File: src/hw/upf_pkg.sv
package upf_pkg;

   // Register offsets (byte addresses)
   localparam logic [7:0] OFF_CTRL_A = 8'h00;
   localparam logic [7:0] OFF_CTRL_B = 8'h04;
   localparam logic [7:0] OFF_CTRL_C = 8'h08;
   localparam logic [7:0] OFF_DATA   = 8'h0C;
   localparam logic [7:0] OFF_STATUS = 8'h10;
   localparam logic [7:0] OFF_MASK   = 8'h14;
   localparam logic [7:0] OFF_TALLY  = 8'h18;

   // control_word_a fields
   localparam int A_OPMODE_LSB = 0;
   localparam int A_SYNC_BIT   = 3;
   localparam int A_PAD_LSB    = 4;
   localparam int A_FRAME_LSB  = 8;
   localparam int A_T0_BIT     = 12;
   // control_word_b fields
   localparam int B_ODD_BIT    = 0;
   localparam int B_TXEN_BIT   = 1;
   localparam int B_RXEN_BIT   = 2;
   // control_word_c fields
   localparam int C_GUARD_LSB  = 0;
   localparam int C_INHIB_BIT  = 4;
   localparam int C_RUNLIM_BIT = 5;
   localparam int C_ITER_LSB   = 8;
   // Status and mask bits
   localparam int ST_PAR_ERR   = 0;
   localparam int ST_RXC       = 1;
   localparam int ST_TXC       = 2;
   localparam int ST_NACK      = 3;
   localparam int ST_W         = 4;

   // Reset values
   localparam logic [12:0]   CTRL_A_RST = 13'h0000;
   localparam logic [2:0]    CTRL_B_RST = 3'h0;
   localparam logic [10:0]   CTRL_C_RST = 11'h000;
   localparam logic [ST_W-1:0] MASK_RST = 4'h0;

   // Encodings and counts
   localparam logic [2:0] OPMODE_INT_CLK = 3'h1;
   localparam logic [1:0] PAD_FLOW       = 2'h2;
   localparam logic [3:0] FRAME_PARITY   = 4'h1;
   localparam logic [3:0] LAST_DATA_BIT  = 4'h7;
   localparam logic [3:0] T0_GUARD_BITS  = 4'h2;
   localparam logic [7:0] TALLY_MAX      = 8'hFF;

   typedef enum logic [2:0] {TX_IDLE, TX_START, TX_DATA, TX_PAR, TX_STOP, TX_GUARD} upf_tx_state_t;
   typedef enum logic [2:0] {RX_IDLE, RX_DATA, RX_PAR, RX_STOP, RX_GUARD} upf_rx_state_t;

endpackage

File: src/hw/upf_usart.sv
`timescale 1ns/1ps
`default_nettype none
module upf_usart (
   input  wire logic        clk,
   input  wire logic        sys_rst,
   input  wire logic [7:0]  reg_addr,
   input  wire logic [31:0] reg_wdata,
   input  wire logic        reg_wr,
   input  wire logic        reg_rd,
   output logic      [31:0] reg_rdata,
   input  wire logic        link_clk,
   output logic             txd,
   input  wire logic        rxd,
   output logic             rts_n,
   input  wire logic        cts_n,
   input  wire logic        io_in,
   output logic             io_out,
   output logic             io_oe,
   output logic             irq
);
   logic [12:0]         ctrl_a_q;
   logic [2:0]          ctrl_b_q;
   logic [10:0]         ctrl_c_q;
   logic [upf_pkg::ST_W-1:0] status_q;
   logic [upf_pkg::ST_W-1:0] mask_q;
   logic [7:0]          tally_q;
   logic [7:0]          tx_hold_q;
   logic                tx_pend_q;
   logic [7:0]          rx_data_q;
   logic                rx_valid_q;
   logic [3:0]          sync_v;
   logic                lclk_prev_q;
   logic                rise_tick;
   logic                fall_tick;
   upf_pkg::upf_tx_state_t tx_state_q;
   upf_pkg::upf_rx_state_t rx_state_q;
   logic [7:0]          tx_char_q;
   logic [7:0]          tx_sh_q;
   logic                tx_par_q;
   logic [3:0]          tx_cnt_q;
   logic [2:0]          resend_q;
   logic                tx_nack_q;
   logic                tx_load;
   logic                tx_done;
   logic                tx_nack_ev;
   logic [7:0]          rx_sh_q;
   logic [3:0]          rx_cnt_q;
   logic                rx_nacked_q;
   logic [2:0]          nack_run_q;
   logic                nack_pend_q;
   logic                nack_drive_q;
   logic                rx_store;
   logic                rx_parity_error_flag;
   logic                rx_line;
   logic                par_on;
   logic                t0_on;
   logic                flow_ok;
   logic                odd_sel;
   logic [3:0]          guard_last;
   logic                wr_ctrl_a, wr_ctrl_b, wr_ctrl_c, wr_data, wr_status, wr_mask;
   logic                rd_data, rd_tally;
   logic                line_bit;
   logic                nack_allowed;
   logic [upf_pkg::ST_W-1:0] st_set;

   upf_sync #(.W(4)) u_sync (
      .clk      (clk),
      .sys_rst  (sys_rst),
      .async_in ({link_clk, rxd, cts_n, io_in}),
      .sync_out (sync_v)
   );

   // Mode decode
   assign odd_sel = ctrl_b_q[upf_pkg::B_ODD_BIT];
   assign par_on  = (ctrl_a_q[upf_pkg::A_FRAME_LSB +: 4] == upf_pkg::FRAME_PARITY) || t0_on;
   assign t0_on   = ctrl_a_q[upf_pkg::A_T0_BIT] & ctrl_a_q[upf_pkg::A_SYNC_BIT];
   assign flow_ok = (ctrl_a_q[upf_pkg::A_OPMODE_LSB +: 3] == upf_pkg::OPMODE_INT_CLK)
                    && !ctrl_a_q[upf_pkg::A_SYNC_BIT]
                    && (ctrl_a_q[upf_pkg::A_PAD_LSB +: 2] == upf_pkg::PAD_FLOW);
   assign guard_last = upf_pkg::T0_GUARD_BITS - 4'h1 + {1'b0, ctrl_c_q[upf_pkg::C_GUARD_LSB +: 3]};

   // Bit timing from the sampled link clock: rise starts a bit, fall samples it
   assign rise_tick = sync_v[3] & ~lclk_prev_q;
   assign fall_tick = ~sync_v[3] & lclk_prev_q;
   always_ff @(posedge clk) begin
      if (sys_rst) lclk_prev_q <= 1'b1;
      else         lclk_prev_q <= sync_v[3];
   end

   // Register decode
   assign wr_ctrl_a = reg_wr && reg_addr == upf_pkg::OFF_CTRL_A;
   assign wr_ctrl_b = reg_wr && reg_addr == upf_pkg::OFF_CTRL_B;
   assign wr_ctrl_c = reg_wr && reg_addr == upf_pkg::OFF_CTRL_C;
   assign wr_data   = reg_wr && reg_addr == upf_pkg::OFF_DATA;
   assign wr_status = reg_wr && reg_addr == upf_pkg::OFF_STATUS;
   assign wr_mask   = reg_wr && reg_addr == upf_pkg::OFF_MASK;
   assign rd_data   = reg_rd && reg_addr == upf_pkg::OFF_DATA;
   assign rd_tally  = reg_rd && reg_addr == upf_pkg::OFF_TALLY;

   always_ff @(posedge clk) begin
      if (sys_rst) begin
         ctrl_a_q <= upf_pkg::CTRL_A_RST;
         ctrl_b_q <= upf_pkg::CTRL_B_RST;
         ctrl_c_q <= upf_pkg::CTRL_C_RST;
         mask_q   <= upf_pkg::MASK_RST;
      end else begin
         if (wr_ctrl_a) ctrl_a_q <= reg_wdata[12:0];
         if (wr_ctrl_b) ctrl_b_q <= reg_wdata[2:0];
         if (wr_ctrl_c) ctrl_c_q <= reg_wdata[10:0];
         if (wr_mask)   mask_q   <= reg_wdata[upf_pkg::ST_W-1:0];
      end
   end

   // Registered read data; unmapped offsets read zero
   always_ff @(posedge clk) begin
      if (sys_rst) begin
         reg_rdata <= 32'h0000_0000;
      end else begin
         reg_rdata <= 32'h0000_0000;
         if (reg_rd) begin
            unique case (reg_addr)
               upf_pkg::OFF_CTRL_A: reg_rdata <= {19'h0_0000, ctrl_a_q};
               upf_pkg::OFF_CTRL_B: reg_rdata <= {29'h0000_0000, ctrl_b_q};
               upf_pkg::OFF_CTRL_C: reg_rdata <= {21'h00_0000, ctrl_c_q};
               upf_pkg::OFF_DATA:   reg_rdata <= {24'h00_0000, rx_data_q};
               upf_pkg::OFF_STATUS: reg_rdata <= {28'h000_0000, status_q};
               upf_pkg::OFF_MASK:   reg_rdata <= {28'h000_0000, mask_q};
               upf_pkg::OFF_TALLY:  reg_rdata <= {24'h00_0000, tally_q};
               default:             reg_rdata <= 32'h0000_0000;
            endcase
         end
      end
   end

   // Sticky status, write one to clear; a new event wins over the clear
   assign st_set = {tx_nack_ev, tx_done, rx_store, rx_parity_error_flag};
   always_ff @(posedge clk) begin
      if (sys_rst) status_q <= '0;
      else status_q <= (status_q & ~(wr_status ? reg_wdata[upf_pkg::ST_W-1:0] : '0)) | st_set;
   end
   assign irq = |(status_q & mask_q);

   // Error tally: saturates, cleared by read; a coincident error still counts
   always_ff @(posedge clk) begin
      if (sys_rst) begin
         tally_q <= 8'h00;
      end else if (rx_parity_error_flag || tx_nack_ev) begin
         if (rd_tally) tally_q <= 8'h01;
         else if (tally_q != upf_pkg::TALLY_MAX) tally_q <= tally_q + 8'h01;
      end else if (rd_tally) begin
         tally_q <= 8'h00;
      end
   end

   // Transmit holding register: one character waiting
   always_ff @(posedge clk) begin
      if (sys_rst) begin
         tx_hold_q <= 8'h00;
         tx_pend_q <= 1'b0;
      end else if (wr_data) begin
         tx_hold_q <= reg_wdata[7:0];
         tx_pend_q <= 1'b1;
      end else if (tx_load) begin
         tx_pend_q <= 1'b0;
      end
   end

   // Receive data register; reading it frees the receiver for flow control
   always_ff @(posedge clk) begin
      if (sys_rst) begin
         rx_data_q  <= 8'h00;
         rx_valid_q <= 1'b0;
      end else if (rx_store) begin
         rx_data_q  <= rx_sh_q;
         rx_valid_q <= 1'b1;
      end else if (rd_data) begin
         rx_valid_q <= 1'b0;
      end
   end

   // Start a new frame only while CTS is low under flow control
   assign tx_load = rise_tick && tx_state_q == upf_pkg::TX_IDLE && tx_pend_q
                    && ctrl_b_q[upf_pkg::B_TXEN_BIT] && !(flow_ok && sync_v[1]);
   assign tx_done = rise_tick && ((tx_state_q == upf_pkg::TX_STOP)
                    || (tx_state_q == upf_pkg::TX_GUARD && tx_cnt_q == guard_last + {3'h0, tx_nack_q}
                        && !(tx_nack_q && resend_q < ctrl_c_q[upf_pkg::C_ITER_LSB +: 3])));
   // Remote NACK: line low at the sample point of the first guard bit
   assign tx_nack_ev = fall_tick && tx_state_q == upf_pkg::TX_GUARD && tx_cnt_q == 4'h0
                       && !sync_v[0] && !tx_nack_q;

   always_ff @(posedge clk) begin
      if (sys_rst) begin
         tx_state_q <= upf_pkg::TX_IDLE;
         tx_char_q  <= 8'h00;
         tx_sh_q    <= 8'h00;
         tx_par_q   <= 1'b0;
         tx_cnt_q   <= 4'h0;
         resend_q   <= 3'h0;
         tx_nack_q  <= 1'b0;
      end else begin
         if (tx_nack_ev) tx_nack_q <= 1'b1;
         if (rise_tick) begin
            unique case (tx_state_q)
               upf_pkg::TX_IDLE: begin
                  if (tx_load) begin
                     tx_char_q  <= tx_hold_q;
                     tx_sh_q    <= tx_hold_q;
                     tx_par_q   <= ^tx_hold_q ^ odd_sel;
                     resend_q   <= 3'h0;
                     tx_nack_q  <= 1'b0;
                     tx_state_q <= upf_pkg::TX_START;
                  end
               end
               upf_pkg::TX_START: begin
                  tx_cnt_q   <= 4'h0;
                  tx_state_q <= upf_pkg::TX_DATA;
               end
               upf_pkg::TX_DATA: begin
                  if (tx_cnt_q == upf_pkg::LAST_DATA_BIT) begin
                     tx_state_q <= par_on ? upf_pkg::TX_PAR : upf_pkg::TX_STOP;
                  end else begin
                     tx_cnt_q <= tx_cnt_q + 4'h1;
                     tx_sh_q  <= {1'b0, tx_sh_q[7:1]};
                  end
               end
               upf_pkg::TX_PAR: begin
                  tx_cnt_q   <= 4'h0;
                  tx_state_q <= t0_on ? upf_pkg::TX_GUARD : upf_pkg::TX_STOP;
               end
               upf_pkg::TX_STOP: tx_state_q <= upf_pkg::TX_IDLE;
               upf_pkg::TX_GUARD: begin
                  // NACK adds one bit time before the guard ends
                  if (tx_cnt_q == guard_last + {3'h0, tx_nack_q}) begin
                     if (tx_nack_q && resend_q < ctrl_c_q[upf_pkg::C_ITER_LSB +: 3]) begin
                        resend_q   <= resend_q + 3'h1;
                        tx_sh_q    <= tx_char_q;
                        tx_nack_q  <= 1'b0;
                        tx_state_q <= upf_pkg::TX_START;
                     end else begin
                        tx_state_q <= upf_pkg::TX_IDLE;
                     end
                  end else begin
                     tx_cnt_q <= tx_cnt_q + 4'h1;
                  end
               end
               default: tx_state_q <= upf_pkg::TX_IDLE;
            endcase
         end
      end
   end

   // Receiver, sampling mid-bit; in T=0 it ignores its own transmission
   assign rx_line = t0_on ? sync_v[0] : sync_v[2];
   assign nack_allowed = !ctrl_c_q[upf_pkg::C_INHIB_BIT]
                         && !(ctrl_c_q[upf_pkg::C_RUNLIM_BIT]
                              && nack_run_q >= ctrl_c_q[upf_pkg::C_ITER_LSB +: 3]);
   assign rx_parity_error_flag  = fall_tick && rx_state_q == upf_pkg::RX_PAR
                     && ((^rx_sh_q ^ odd_sel) != rx_line);
   assign rx_store = fall_tick && ((rx_state_q == upf_pkg::RX_STOP)
                     || (rx_state_q == upf_pkg::RX_PAR && t0_on && !(rx_parity_error_flag && nack_allowed)));

   always_ff @(posedge clk) begin
      if (sys_rst) begin
         rx_state_q  <= upf_pkg::RX_IDLE;
         rx_sh_q     <= 8'h00;
         rx_cnt_q    <= 4'h0;
         rx_nacked_q <= 1'b0;
         nack_run_q  <= 3'h0;
         nack_pend_q <= 1'b0;
      end else if (fall_tick) begin
         unique case (rx_state_q)
            upf_pkg::RX_IDLE: begin
               if (ctrl_b_q[upf_pkg::B_RXEN_BIT] && !rx_line
                   && !(t0_on && tx_state_q != upf_pkg::TX_IDLE)) begin
                  rx_cnt_q   <= 4'h0;
                  rx_state_q <= upf_pkg::RX_DATA;
               end
            end
            upf_pkg::RX_DATA: begin
               rx_sh_q  <= {rx_line, rx_sh_q[7:1]};
               rx_cnt_q <= rx_cnt_q + 4'h1;
               if (rx_cnt_q == upf_pkg::LAST_DATA_BIT) begin
                  rx_state_q <= par_on ? upf_pkg::RX_PAR : upf_pkg::RX_STOP;
               end
            end
            upf_pkg::RX_PAR: begin
               rx_cnt_q <= 4'h0;
               if (t0_on) begin
                  rx_nacked_q <= rx_parity_error_flag && nack_allowed;
                  nack_pend_q <= rx_parity_error_flag && nack_allowed;
                  if (rx_parity_error_flag && nack_allowed) nack_run_q <= nack_run_q + 3'h1;
                  else nack_run_q <= 3'h0;
                  rx_state_q <= upf_pkg::RX_GUARD;
               end else begin
                  rx_state_q <= upf_pkg::RX_STOP;
               end
            end
            upf_pkg::RX_STOP: rx_state_q <= upf_pkg::RX_IDLE;
            upf_pkg::RX_GUARD: begin
               // Wait out the guard so the NACK is not taken as a start bit
               if (rx_cnt_q == upf_pkg::T0_GUARD_BITS - 4'h1 + {3'h0, rx_nacked_q}) rx_state_q <= upf_pkg::RX_IDLE;
               else rx_cnt_q <= rx_cnt_q + 4'h1;
            end
            default: rx_state_q <= upf_pkg::RX_IDLE;
         endcase
      end else if (rise_tick) begin
         nack_pend_q <= 1'b0;
      end
   end

   // NACK lasts exactly one bit time, from the rise after parity
   always_ff @(posedge clk) begin
      if (sys_rst) nack_drive_q <= 1'b0;
      else if (rise_tick) nack_drive_q <= nack_pend_q;
   end

   // Pin stage: one clock behind the state, keeps outputs glitch free
   always_comb begin
      unique case (tx_state_q)
         upf_pkg::TX_START: line_bit = 1'b0;
         upf_pkg::TX_DATA:  line_bit = tx_sh_q[0];
         upf_pkg::TX_PAR:   line_bit = tx_par_q;
         default:           line_bit = 1'b1;
      endcase
   end

   always_ff @(posedge clk) begin
      if (sys_rst) begin
         txd    <= 1'b1;
         io_out <= 1'b1;
         io_oe  <= 1'b0;
         rts_n  <= 1'b1;
      end else begin
         txd    <= t0_on ? 1'b1 : line_bit;
         io_out <= nack_drive_q ? 1'b0 : line_bit;
         // Released in guard time unless sending our own NACK
         io_oe  <= t0_on && (nack_drive_q || tx_state_q == upf_pkg::TX_START
                   || tx_state_q == upf_pkg::TX_DATA || tx_state_q == upf_pkg::TX_PAR);
         rts_n  <= flow_ok && rx_valid_q;
      end
   end

endmodule // upf_usart
`default_nettype wire

File: src/hw/upf_sync.sv
`timescale 1ns/1ps
`default_nettype none
module upf_sync #(
   parameter int W = 1
) (
   input  wire logic         clk,
   input  wire logic         sys_rst,
   input  wire logic [W-1:0] async_in,
   output logic      [W-1:0] sync_out
);
   logic [W-1:0] meta_q;

   // First stage feeds only the second stage
   always_ff @(posedge clk) begin
      if (sys_rst) begin
         meta_q   <= '1;
         sync_out <= '1;
      end else begin
         meta_q   <= async_in;
         sync_out <= meta_q;
      end
   end
endmodule // upf_sync
`default_nettype wire

File: config.mk
export PLATFORM = sky130hd
export DESIGN_NAME = upf_usart
export DESIGN_NICKNAME = d
export VERILOG_FILES = /design/src/hw/upf_pkg.sv /design/src/hw/upf_usart.sv /design/src/hw/upf_sync.sv
export SDC_FILE = /design/constraint.sdc
export NUM_CORES = 1
export LEC_CHECK = 0
export CAP_MARGIN = 20
export CORE_UTILIZATION = 50
export CTS_CLUSTER_DIAMETER = 60
export DETAILED_ROUTE_END_ITERATION = 6
export DONT_BUFFER_PORTS = 1
export PLACE_DENSITY = 0.65
export RECOVER_POWER = 100
export SETUP_SLACK_MARGIN = 0.05
export SLEW_MARGIN = 20
export SYNTH_ARGS = -nofsm -noshare
export SYNTH_HDL_FRONTEND = slang
export SYNTH_HIERARCHICAL = 1
export SYNTH_SLANG_ARGS = --single-unit
File: constraint.sdc
create_clock -name clk -period 3.3 [get_ports clk]
set_input_delay 0.165 -clock clk [delete_from_list [all_inputs] [get_ports clk]]
set_output_delay 0.165 -clock clk [all_outputs]
set_load 0.01 [all_outputs]
==> flow_summary.ini, run 1 <==
[run_status]
outcome = complete, but fails checks
failed_checks = capacitance limit, slew limit

[finish]
finish.utilization = 0.5903
mostFrequentLayoutCells = dfxtp_1 (136), nand2_1 (132), a21oi_1 (92), nand3_1 (66), nor2_1 (38)
areaGrowthSynthToFinish_pct = 13.19
seqCellArea_mm2 = 0.002723
final_common_cell = dfxtp_1
n_fill_cell = 1161
antennaDiodeCount = 0
fin_area_mm2 = 0.007601
nets = 894
drive_above_1_share = 0.04869
multi_input_area_mm2 = 0.003618
fin_cells = 1014

[critical_path]
critPathSlowestCell = a31oi_1
r2r-end = tx_sh_q[4]
path_class = flip-flop to flip-flop
critPathLaunchType = flip-flop
arrival_ns = 3.22
reg2reg_depth = 7
cp-end-kind = flip-flop
cpPeakStageDelay_ns = 0.70
cp.required_ns = 3.59
cp_max_fo = 9
path_cells = nor4b_1, a31oi_1, o21ai_0, a21oi_1, o211ai_1, clkbuf_1, mux2i_1
startpoint = ctrl_a_q[3]
rr_startpoint = ctrl_a_q[3]
crit_end = tx_sh_q[4]
rrSetupSlack_ns = 0.37

[synth]
synth.largest_area_cell = dfxtp_1
async_reset_ff_frac = 0
synth_top_area_frac = 0.4054
syn_area_mm2 = 0.006715
syn_area_per_cell_um2 = 8.091
ys_seq_area_frac = 0.4054
synth_seq_cells = 136
yosysWarnings = 6
syn_inst = 830
synth_flop_cell = dfxtp_1
synthDistinctLibCells = 55
netlist_top_cells_area = dfxtp_1 (41%), nand2_1 (7.4%), a21oi_1 (6.9%), nand3_1 (4.9%), clkbuf_1 (2.9%)
synth_edf_count = 0

[timing]
setup-violations-final = 0
worst_slew_pin_slew_ns = 1.737
finalCriticalPeriod_ns = 2.928
hold_viol_final = 0
rsz0062_at_grt = false
finalSetupTns_ns = 0
period_share = 0.8874
slew_headroom = -0.1669
fmax_mhz = 341.5
skew_ns = 0.007696
drv_slew = 15

[routing]
ant_nets = 0
drt_iter0_drc = 795
wl_per_cell_um = 17.76
num_vias = 6133
dr.pass1.iters = 6
drt_wl_total_mm = 18.01
drc_errors = 0
viasPerCell = 6.048

[cts]
cts-resized-gates = 0
clock-sinks = 136
cts_root_buf = clkbuf_16
htree_levels = 4
cts_buffers = 17
clkLatencyLatePin_ns = 0.42
cts_tree = done
clock_path_buffers = 2
cts.reportedPaths.clkPinSlew_ns = 0.06

[power_and_ir_drop]
p_clk_frac = 0.527
p_int_mw = 2.954
seqPwrFrac = 0.444
finalPower_mw = 3.723
p_sw_frac = 0.2065
p_switching_mw = 0.7689
power_density_mw_per_mm2 = 489.8
p_leak_nw = 2.614
max-vdd-ir-drop_uv = 358.4
pwr-share-comb = 0.029

[placement]
place_inst = 956
dp_hpwl_mm = 11.73
place_area_mm2 = 0.006730
port_buffers = 0
place.gp.congestion = 0.8836

[global_routing]
overflow = 0
antenna_found_initial = 0
grt_start_max_net_pins = 93
grt_pass1_vias = 5574
track_usage = 0.2649
grt_first_pass_wirelength_mm = 29.17

[die]
fp-row-count = 41
die_x_um = 117.9
initial_utilization = 0.5215
core_mm2 = 0.01288
die_area_mm2 = 0.01390
ios = 85
die_height_um = 117.9

[flow_run]
drv_cap = 1

[hold_path]
min-delay-path-class = primary input to flip-flop
[critical path, delay by kind of cell (launching register included)]
| kind | cells | cell delay, ns |
|---|---|---|
| flops | 1 | 0.46 |
| compound gates | 4 | 1.75 |
| mux | 1 | 0.16 |
| buf+inv | 1 | 0.29 |
| simple gates | 1 | 0.12 |
[kinds of logic (layout without fill, tap and decap cells)]
kind of cell / count (synthesis) / count (layout) / share of synthesized area
compound gates: 213 / 213 / 0.1988
xor+xnor: 22 / 22 / 0.03708
fa+ha+maj: 15 / 15 / 0.02795
buf+inv: 95 / 89 / 0.06484
flops: 136 / 136 / 0.4054
mux: 18 / 18 / 0.02720
other cells: 1 / 19 / 0.0005584
simple gates: 330 / 330 / 0.2381
[registers in the layout (all words and copies together), names as in the netlist, 4 cells and up]
register and flops:
tx_sh_q 8, status_q 4, u_sync/meta_q 4, rx_sh_q 8, tx_char_q 8, u_sync/sync_out 4
rx_data_q 8, ctrl_c_q 11, ctrl_a_q 13, tally_q 8, mask_q 4, rx_cnt_q 4
reg_rdata 13, tx_cnt_q 4, tx_hold_q 8
[stage by stage]
step / setup slack (ns) / hold slack [ns]
after floorplan: 0.9637 / 0.2621
after global placement: 0.5158 / 0.2463
after detailed placement: 0.4832 / 0.2484
after CTS: 0.4737 / 0.002084
after global routing: 0.1695 / 0.01319
final: 0.3716 / 0.01468
[synth_stat cells (all sizes together), types with 5 or more instances]
library cell / count
and3: 16
a31oi: 13
nor2: 38
or3: 6
a21oi: 92
ha: 15
o21ai: 19
nand2: 132
mux2i: 16
nor4b: 5
o211ai: 10
nor3: 9
or2: 10
a22oi: 20
o22ai: 15
nor3b: 11
buf: 21
or4: 8
o311ai: 8
xnor2: 14
nand3: 66
clkbuf: 52
nand2b: 9
o31ai: 7
dfxtp: 136
inv: 22
a222oi: 8
[power by group through the flow]
stage,logic (mW),clock network (mW),registers [mW]
finish,0.108,1.96,1.65
global route,0.116,2.06,1.65
CTS,0.107,1.98,1.65
detailed placement,0.0473,0,1.69
global placement,0.0464,0,1.69
floorplan,0.0775,0,1.69
[per-layer routing]
layer / share of wire / GRT usage / vias to the layer above
met4: 0.018 / 0.08333 / 0
met5: 0 / 0 / -
met3: 0.069 / 0.06734 / 29
met2: 0.48 / 0.4379 / 257
li1: - / - / 2952
met1: 0.43 / 0.3364 / 2895
[area by class of cell]
cell class / count / share of cell area
sequential: 136 / 0.3582
clock inverter: 9 / 0.01975
timing repair buffer: 37 / 0.04757
clock buffer: 21 / 0.05926
inverter: 22 / 0.01086
multi-input combinational: 617 / 0.4760
tap: 172 / 0.02831
[worst min-delay path by stage]
| stage | from | end | slack [ns] | cells after the start |
|---|---|---|---|---|
| detailed placement | sys_rst | rx_sh_q[2] | 0.25 | 1 |
| global placement | sys_rst | rx_sh_q[2] | 0.25 | 1 |
| global route | reg_wdata[1] | status_q[1] | 0.01 | 3 |
| CTS | reg_wr | mask_q[3] | 0.002 | 3 |
| finish | sys_rst | rx_data_q[4] | 0.01 | 3 |
| floorplan | io_in | u_sync/meta_q[0] | 0.26 | 1 |
[repair_timing]
item,CTS,global route
hold buffers,27,0
hold endpoints to repair,92,0
setup buffers,0,0
Note: power is estimated with default switching activity, not from simulation.
==> inputs of run 2 (changes only) <==
--- a/config.mk
+++ b/config.mk
@@ -5,6 +5,7 @@
 export SDC_FILE = /design/constraint.sdc
 export NUM_CORES = 1
 export LEC_CHECK = 0
+export ABC_AREA = 1
 export CAP_MARGIN = 20
 export CORE_UTILIZATION = 50
 export CTS_CLUSTER_DIAMETER = 60
==> flow_summary.ini, run 2 <==
[placement]
port_buffers = 0
place.gp.congestion = 0.8606
dp_hpwl_mm = 11.41

[cts]
cts_root_buf = clkbuf_16
clock_path_buffers = 2
htree_levels = 4
cts_buffers = 17
cts_tree = done
cts-resized-gates = 0
clkLatencyLatePin_ns = 0.43
cts_setup_buffers = 0
hold_buffers = 22
cts.reportedPaths.clkPinSlew_ns = 0.06
clock-sinks = 136

[global_routing]
grt_pass1_vias = 5165
track_usage = 0.2483
antenna_found_initial = 1
grt_start_max_net_pins = 78
grt_first_pass_wirelength_mm = 25.67
overflow = 0

[timing]
drv_slew = 0
period_share = 0.8183
finalSetupTns_ns = 0
rsz0062_at_grt = false
hold_viol_final = 0
finalCriticalPeriod_ns = 2.700
fmax_mhz = 370.3
setup-violations-final = 0
worst_slew_pin_slew_ns = 0.8622
skew_ns = 0.008286
slew_headroom = 0.4231

[hold_path]
min_to = rx_data_q[5]
min_path_cells = 2
min_from = sys_rst
min-delay-path-class = primary input to flip-flop

[synth]
syn_area_per_cell_um2 = 7.259
netlist_top_cells_area = dfxtp_1 (41%), nand2_1 (8.9%), a21oi_1 (7.7%), inv_1 (6.9%), o21ai_0 (5.8%)
synth_seq_cells = 136
synth.most_common_cell = nand2_1
ys_seq_area_frac = 0.4117
synthDistinctLibCells = 50
synthTopCellsByCount = nand2_1 (156), dfxtp_1 (136), inv_1 (121), a21oi_1 (102), nor2_1 (88)
syn_inst = 911
async_reset_ff_frac = 0
synth.largest_area_cell = dfxtp_1
syn_area_mm2 = 0.006613
synth_flop_cell = dfxtp_1
synth_edf_count = 0
yosysWarnings = 6
synth_top_area_frac = 0.4117

[finish]
final_common_cell = nand2_1
n_fill_cell = 1191
areaGrowthSynthToFinish_pct = 13.34
drive_above_1_share = 0.06125
nets = 997
mostFrequentLayoutCells = nand2_1 (164), dfxtp_1 (136), inv_1 (124), a21oi_1 (103), nor2_1 (94)
reg_top3 = ctrl_a_q x13, reg_rdata x13, ctrl_c_q x11
finish.utilization = 0.5867

[routing]
viasPerCell = 5.239
drt_iter0_drc = 523
wl_per_cell_um = 14.66
num_vias = 5868
drc_errors = 0
ant_nets = 0
dr.pass1.iters = 5
drt_wl_total_mm = 16.41

[die]
core_mm2 = 0.01277
fp-row-count = 41
die_x_um = 117
initial_utilization = 0.5177
ios = 85
die_height_um = 117
die_area_mm2 = 0.01369

[critical_path]
critPathSlowestCell = nor2_1
cp.required_ns = 3.59
rrSetupSlack_ns = 0.71
cpPeakStageDelay_ns = 0.62
path_common_cell = nor2_1
r2r-end = tx_sh_q[0]
path_cells = dlygate4sd3_1, nor2_1, nand2_1, nor2_1, clkbuf_1, inv_1, o21ai_0, a21oi_1
reg2reg_depth = 14
critical_path.top_delay_family = buffers and inverters
arrival_ns = 2.99
path_class = primary input to flip-flop
startpoint = reg_addr[4]
worst-path-buf-inv = 3
cp_max_fo = 14
critPathLaunchType = primary input
rr_startpoint = tx_state_q[0]
cp-end-kind = flip-flop

[flow_run]
drv_cap = 0

[power_and_ir_drop]
max-vdd-ir-drop_uv = 360.4
p_leak_nw = 3.069
power_density_mw_per_mm2 = 516.5

[run_status]
outcome = completed
## run 2: cell count changes after synthesis, sizes merged, moves of 18 or more
cell    previous run  this run
a22oi             20         2
o21ai             19        80
nand3             66        48
nor2              38        98
clkbuf            52        12
inv               22       130
nand2            132       168
## run 2: per-layer routing
layer,part of all wire,up-vias,global-route usage
li1,-,3002,-
met1,0.48,2685,0.3339
met2,0.44,158,0.3882
met3,0.056,23,0.05664
met4,0.017,0,0.09451
met5,0,-,0
## run 2: stage by stage
stage / hold slack (ns) / worst slack (ns) / total power, mW / instance area (um^2) / std cells
2_1_floorplan: 0.2570 / 1.431 / 1.770 / 6680 / 929
3_3_place_gp: 0.2392 / 1.173 / 1.764 / 6670 / 1065
3_5_place_dp: 0.2421 / 1.171 / 1.764 / 6673 / 1065
4_1_cts: 0.0007200 / 1.157 / 3.908 / 7560 / 1119
5_1_grt: 0.01420 / 0.4468 / 3.986 / 7495 / 1120
6_report: 0.02007 / 0.5996 / 3.871 / 7495 / 1120
## run 2: worst register-to-register path: cells and delay by family, from the launching register on
family | cells | cell delay, ns
and+or+nand+nor | 11 | 1.75
buffers and inverters | 3 | 0.40
DFF | 1 | 0.31
## run 2: cell families (layout without fill, tap and decap cells)
family / count (synthesis) / after routing / share of synthesized area
and+or+nand+nor: 341 / 341 / 0.2312
AOI/OAI and AO/OA: 229 / 229 / 0.1928
buffers and inverters: 172 / 190 / 0.1128
DFF: 136 / 136 / 0.4117
xor gates and xnor gates: 17 / 17 / 0.02252
adders and majority gates: 15 / 15 / 0.02838
other: 1 / 20 / 0.0005671
## run 2: cell type report
class                   count  area (um^2)  area share
diodes                      1        2.502   0.0003339
repair buffers             24        241.5     0.03222
inverters                 134        508.0     0.06778
clock buffers              24        491.7     0.06561
flip-flops and latches    136         2723      0.3633
well taps                 172        215.2     0.02871
multi-input cells         621         3148      0.4200
clock inverters             8        165.2     0.02204
## run 2: how the worst max path moves through the flow
stage / endpoint / slack [ns] / cells past startpoint
finish: ctrl_a_q[9] / 0.60 / 8
detailed placement: tx_sh_q[0] / 1.17 / 16
global route: tx_sh_q[0] / 0.45 / 14
CTS: tx_sh_q[0] / 1.16 / 16
global placement: tx_sh_q[0] / 1.17 / 16
floorplan: tx_sh_q[0] / 1.43 / 16
## run 2: power breakdown
part           internal, mW  switching (mW)  total (mW)
Sequential             1.65         0.00388        1.65
Clock                  1.42           0.693        2.11
Combinational        0.0344          0.0721       0.106
Total                  3.10           0.769        3.87
==> inputs of run 3 (changes only) <==
==> constraint.sdc (replaced) <==
create_clock -name clk -period 2.5 [get_ports clk]
set_input_delay 0.125 -clock clk [delete_from_list [all_inputs] [get_ports clk]]
set_output_delay 0.125 -clock clk [all_outputs]
set_load 0.01 [all_outputs]
==> flow_summary.ini, run 3 (synthesized netlist as in run 2, its figures left out) <==
[run_status]
outcome = completed

[placement]
dp_slack_ns = 0.3800
dp_hpwl_mm = 11.59
place_area_mm2 = 0.006735
place_inst = 1072
place.gp.congestion = 0.8790
port_buffers = 0

[hold_path]
min-delay-path-class = primary input to flip-flop

[finish]
drive_above_1_share = 0.07660
fin_area_mm2 = 0.007487
mostFrequentLayoutCells = nand2_1 (162), dfxtp_1 (136), inv_1 (123), a21oi_1 (102), nor2_1 (90)
n_fill_cell = 1209
final_common_cell = nand2_1
areaGrowthSynthToFinish_pct = 13.23
fin_cells = 1126
nets = 1004
finish.utilization = 0.5861
reg_top3 = ctrl_a_q x13, reg_rdata x13, ctrl_c_q x11

[global_routing]
grt_pass1_vias = 5353
antenna_found_initial = 2
gr-usage-met1 = 0.3353
grt-busiest-layer = met2
grt_first_pass_wirelength_mm = 26.00
grtUsageMet3 = 0.06179
grt_start_max_net_pins = 72
track_usage = 0.2520
overflow = 0
met2_usage = 0.3996

[power_and_ir_drop]
p_int_mw = 3.780
finalPower_mw = 4.798
seqPwrFrac = 0.455
pwr-share-comb = 0.031
p_leak_nw = 3.087
p_switching_mw = 1.018
p_clk_frac = 0.514
power_density_mw_per_mm2 = 640.8
max-vdd-ir-drop_uv = 735.0
p_sw_frac = 0.2121

[critical_path]
cpPeakStageDelay_ns = 1.03
arrival_ns = 2.60
path_cells = dlygate4sd3_1, buf_12, inv_2, clkbuf_2, o21ai_0, a21oi_1
worst-path-buf-inv = 4
critical_path.top_delay_family = buffers and inverters
path_class = primary input to flip-flop
cp_max_fo = 71
cp.required_ns = 2.85
cp-end-kind = flip-flop
critPathLaunchType = primary input
critPathSlowestCell = clkbuf_2

[cts]
cts_root_buf = clkbuf_16
htree_levels = 4
cts_buffers = 17
cts-resized-gates = 0
cts.reportedPaths.clkPinSlew_ns = 0.05
cts_setup_buffers = 0
hold_buffers = 22
clkLatencyLatePin_ns = 0.43
cts_tree = done
clock_path_buffers = 2
clock-sinks = 136

[timing]
hold_viol_final = 0
worst_slew_pin_slew_ns = 1.347
skew_ns = 0.006615
timing.final.ws_setup_ns = 0.2544
fmax_mhz = 445.3
finalCriticalPeriod_ns = 2.246
drv_slew = 0
setup-violations-final = 0
period_share = 0.8982
slew_headroom = 0.1018
whs_ns = 0.02942
finalSetupTns_ns = 0
rsz0062_at_grt = false

[routing]
drt_wl_total_mm = 16.45
dr.pass1.iters = 6
drt_iter0_drc = 460
viasPerCell = 5.277
num_vias = 5942
wl_per_cell_um = 14.61
ant_nets = 0
drc_errors = 0

[die]
die_area_mm2 = 0.01369
core_mm2 = 0.01277
ios = 85
fp-row-count = 41
die_height_um = 117
initial_utilization = 0.5177
die_x_um = 117

[flow_run]
drv_cap = 0
## run 3: cell types whose count changed in the layout (fill, tap and decap cells not counted), moves of 3 or more
cell / delta
buf_4: +5
clkinv_2: +4
nor2_1: -4
bufinv_16: -3
nor2_4: +3
## run 3: final timing paths
check | start | slack (ns) | end | depth (start not counted)
worst max register to register | tx_nack_q | 0.35 | tx_sh_q[0] | 16
worst min-delay path | reg_addr[2] | 0.03 | reg_rdata[11] | 3
worst max-delay path | sys_rst | 0.25 | tx_char_q[6] | 6
worst min register to register | u_sync/meta_q[2] | 0.41 | u_sync/sync_out[2] | 2
## run 3: worst min-delay path, stage by stage
cell	delay (ns)
nor2_1	0.04
nand2_1	0.17
nor3_1	0.07
## run 3: power by group through the flow
stage	Clock [mW]	Combinational [mW]	Sequential, mW
after floorplan	0	0.107	2.23
after global placement	0	0.100	2.23
after detailed placement	0	0.101	2.23
after CTS	2.51	0.148	2.18
after global routing	2.61	0.162	2.18
final	2.47	0.147	2.18
## run 3: layer usage
| layer | vias up | wire length [um] |
|---|---|---|
| met5 | - | 0 |
| met4 | 0 | 240 |
| met3 | 23 | 957 |
| met2 | 156 | 7336 |
| met1 | 2745 | 7916 |
| li1 | 3018 | - |
## run 3: final cells by class
class / instances / area (um^2) / area share
multi-input cells: 621 / 3172 / 0.4236
well taps: 172 / 215.2 / 0.02874
flip-flops and latches: 136 / 2723 / 0.3636
inverters: 134 / 505.5 / 0.06751
clock inverters: 9 / 97.59 / 0.01303
clock buffers: 22 / 484.2 / 0.06467
repair buffers: 31 / 287.8 / 0.03844
diodes: 1 / 2.502 / 0.0003342
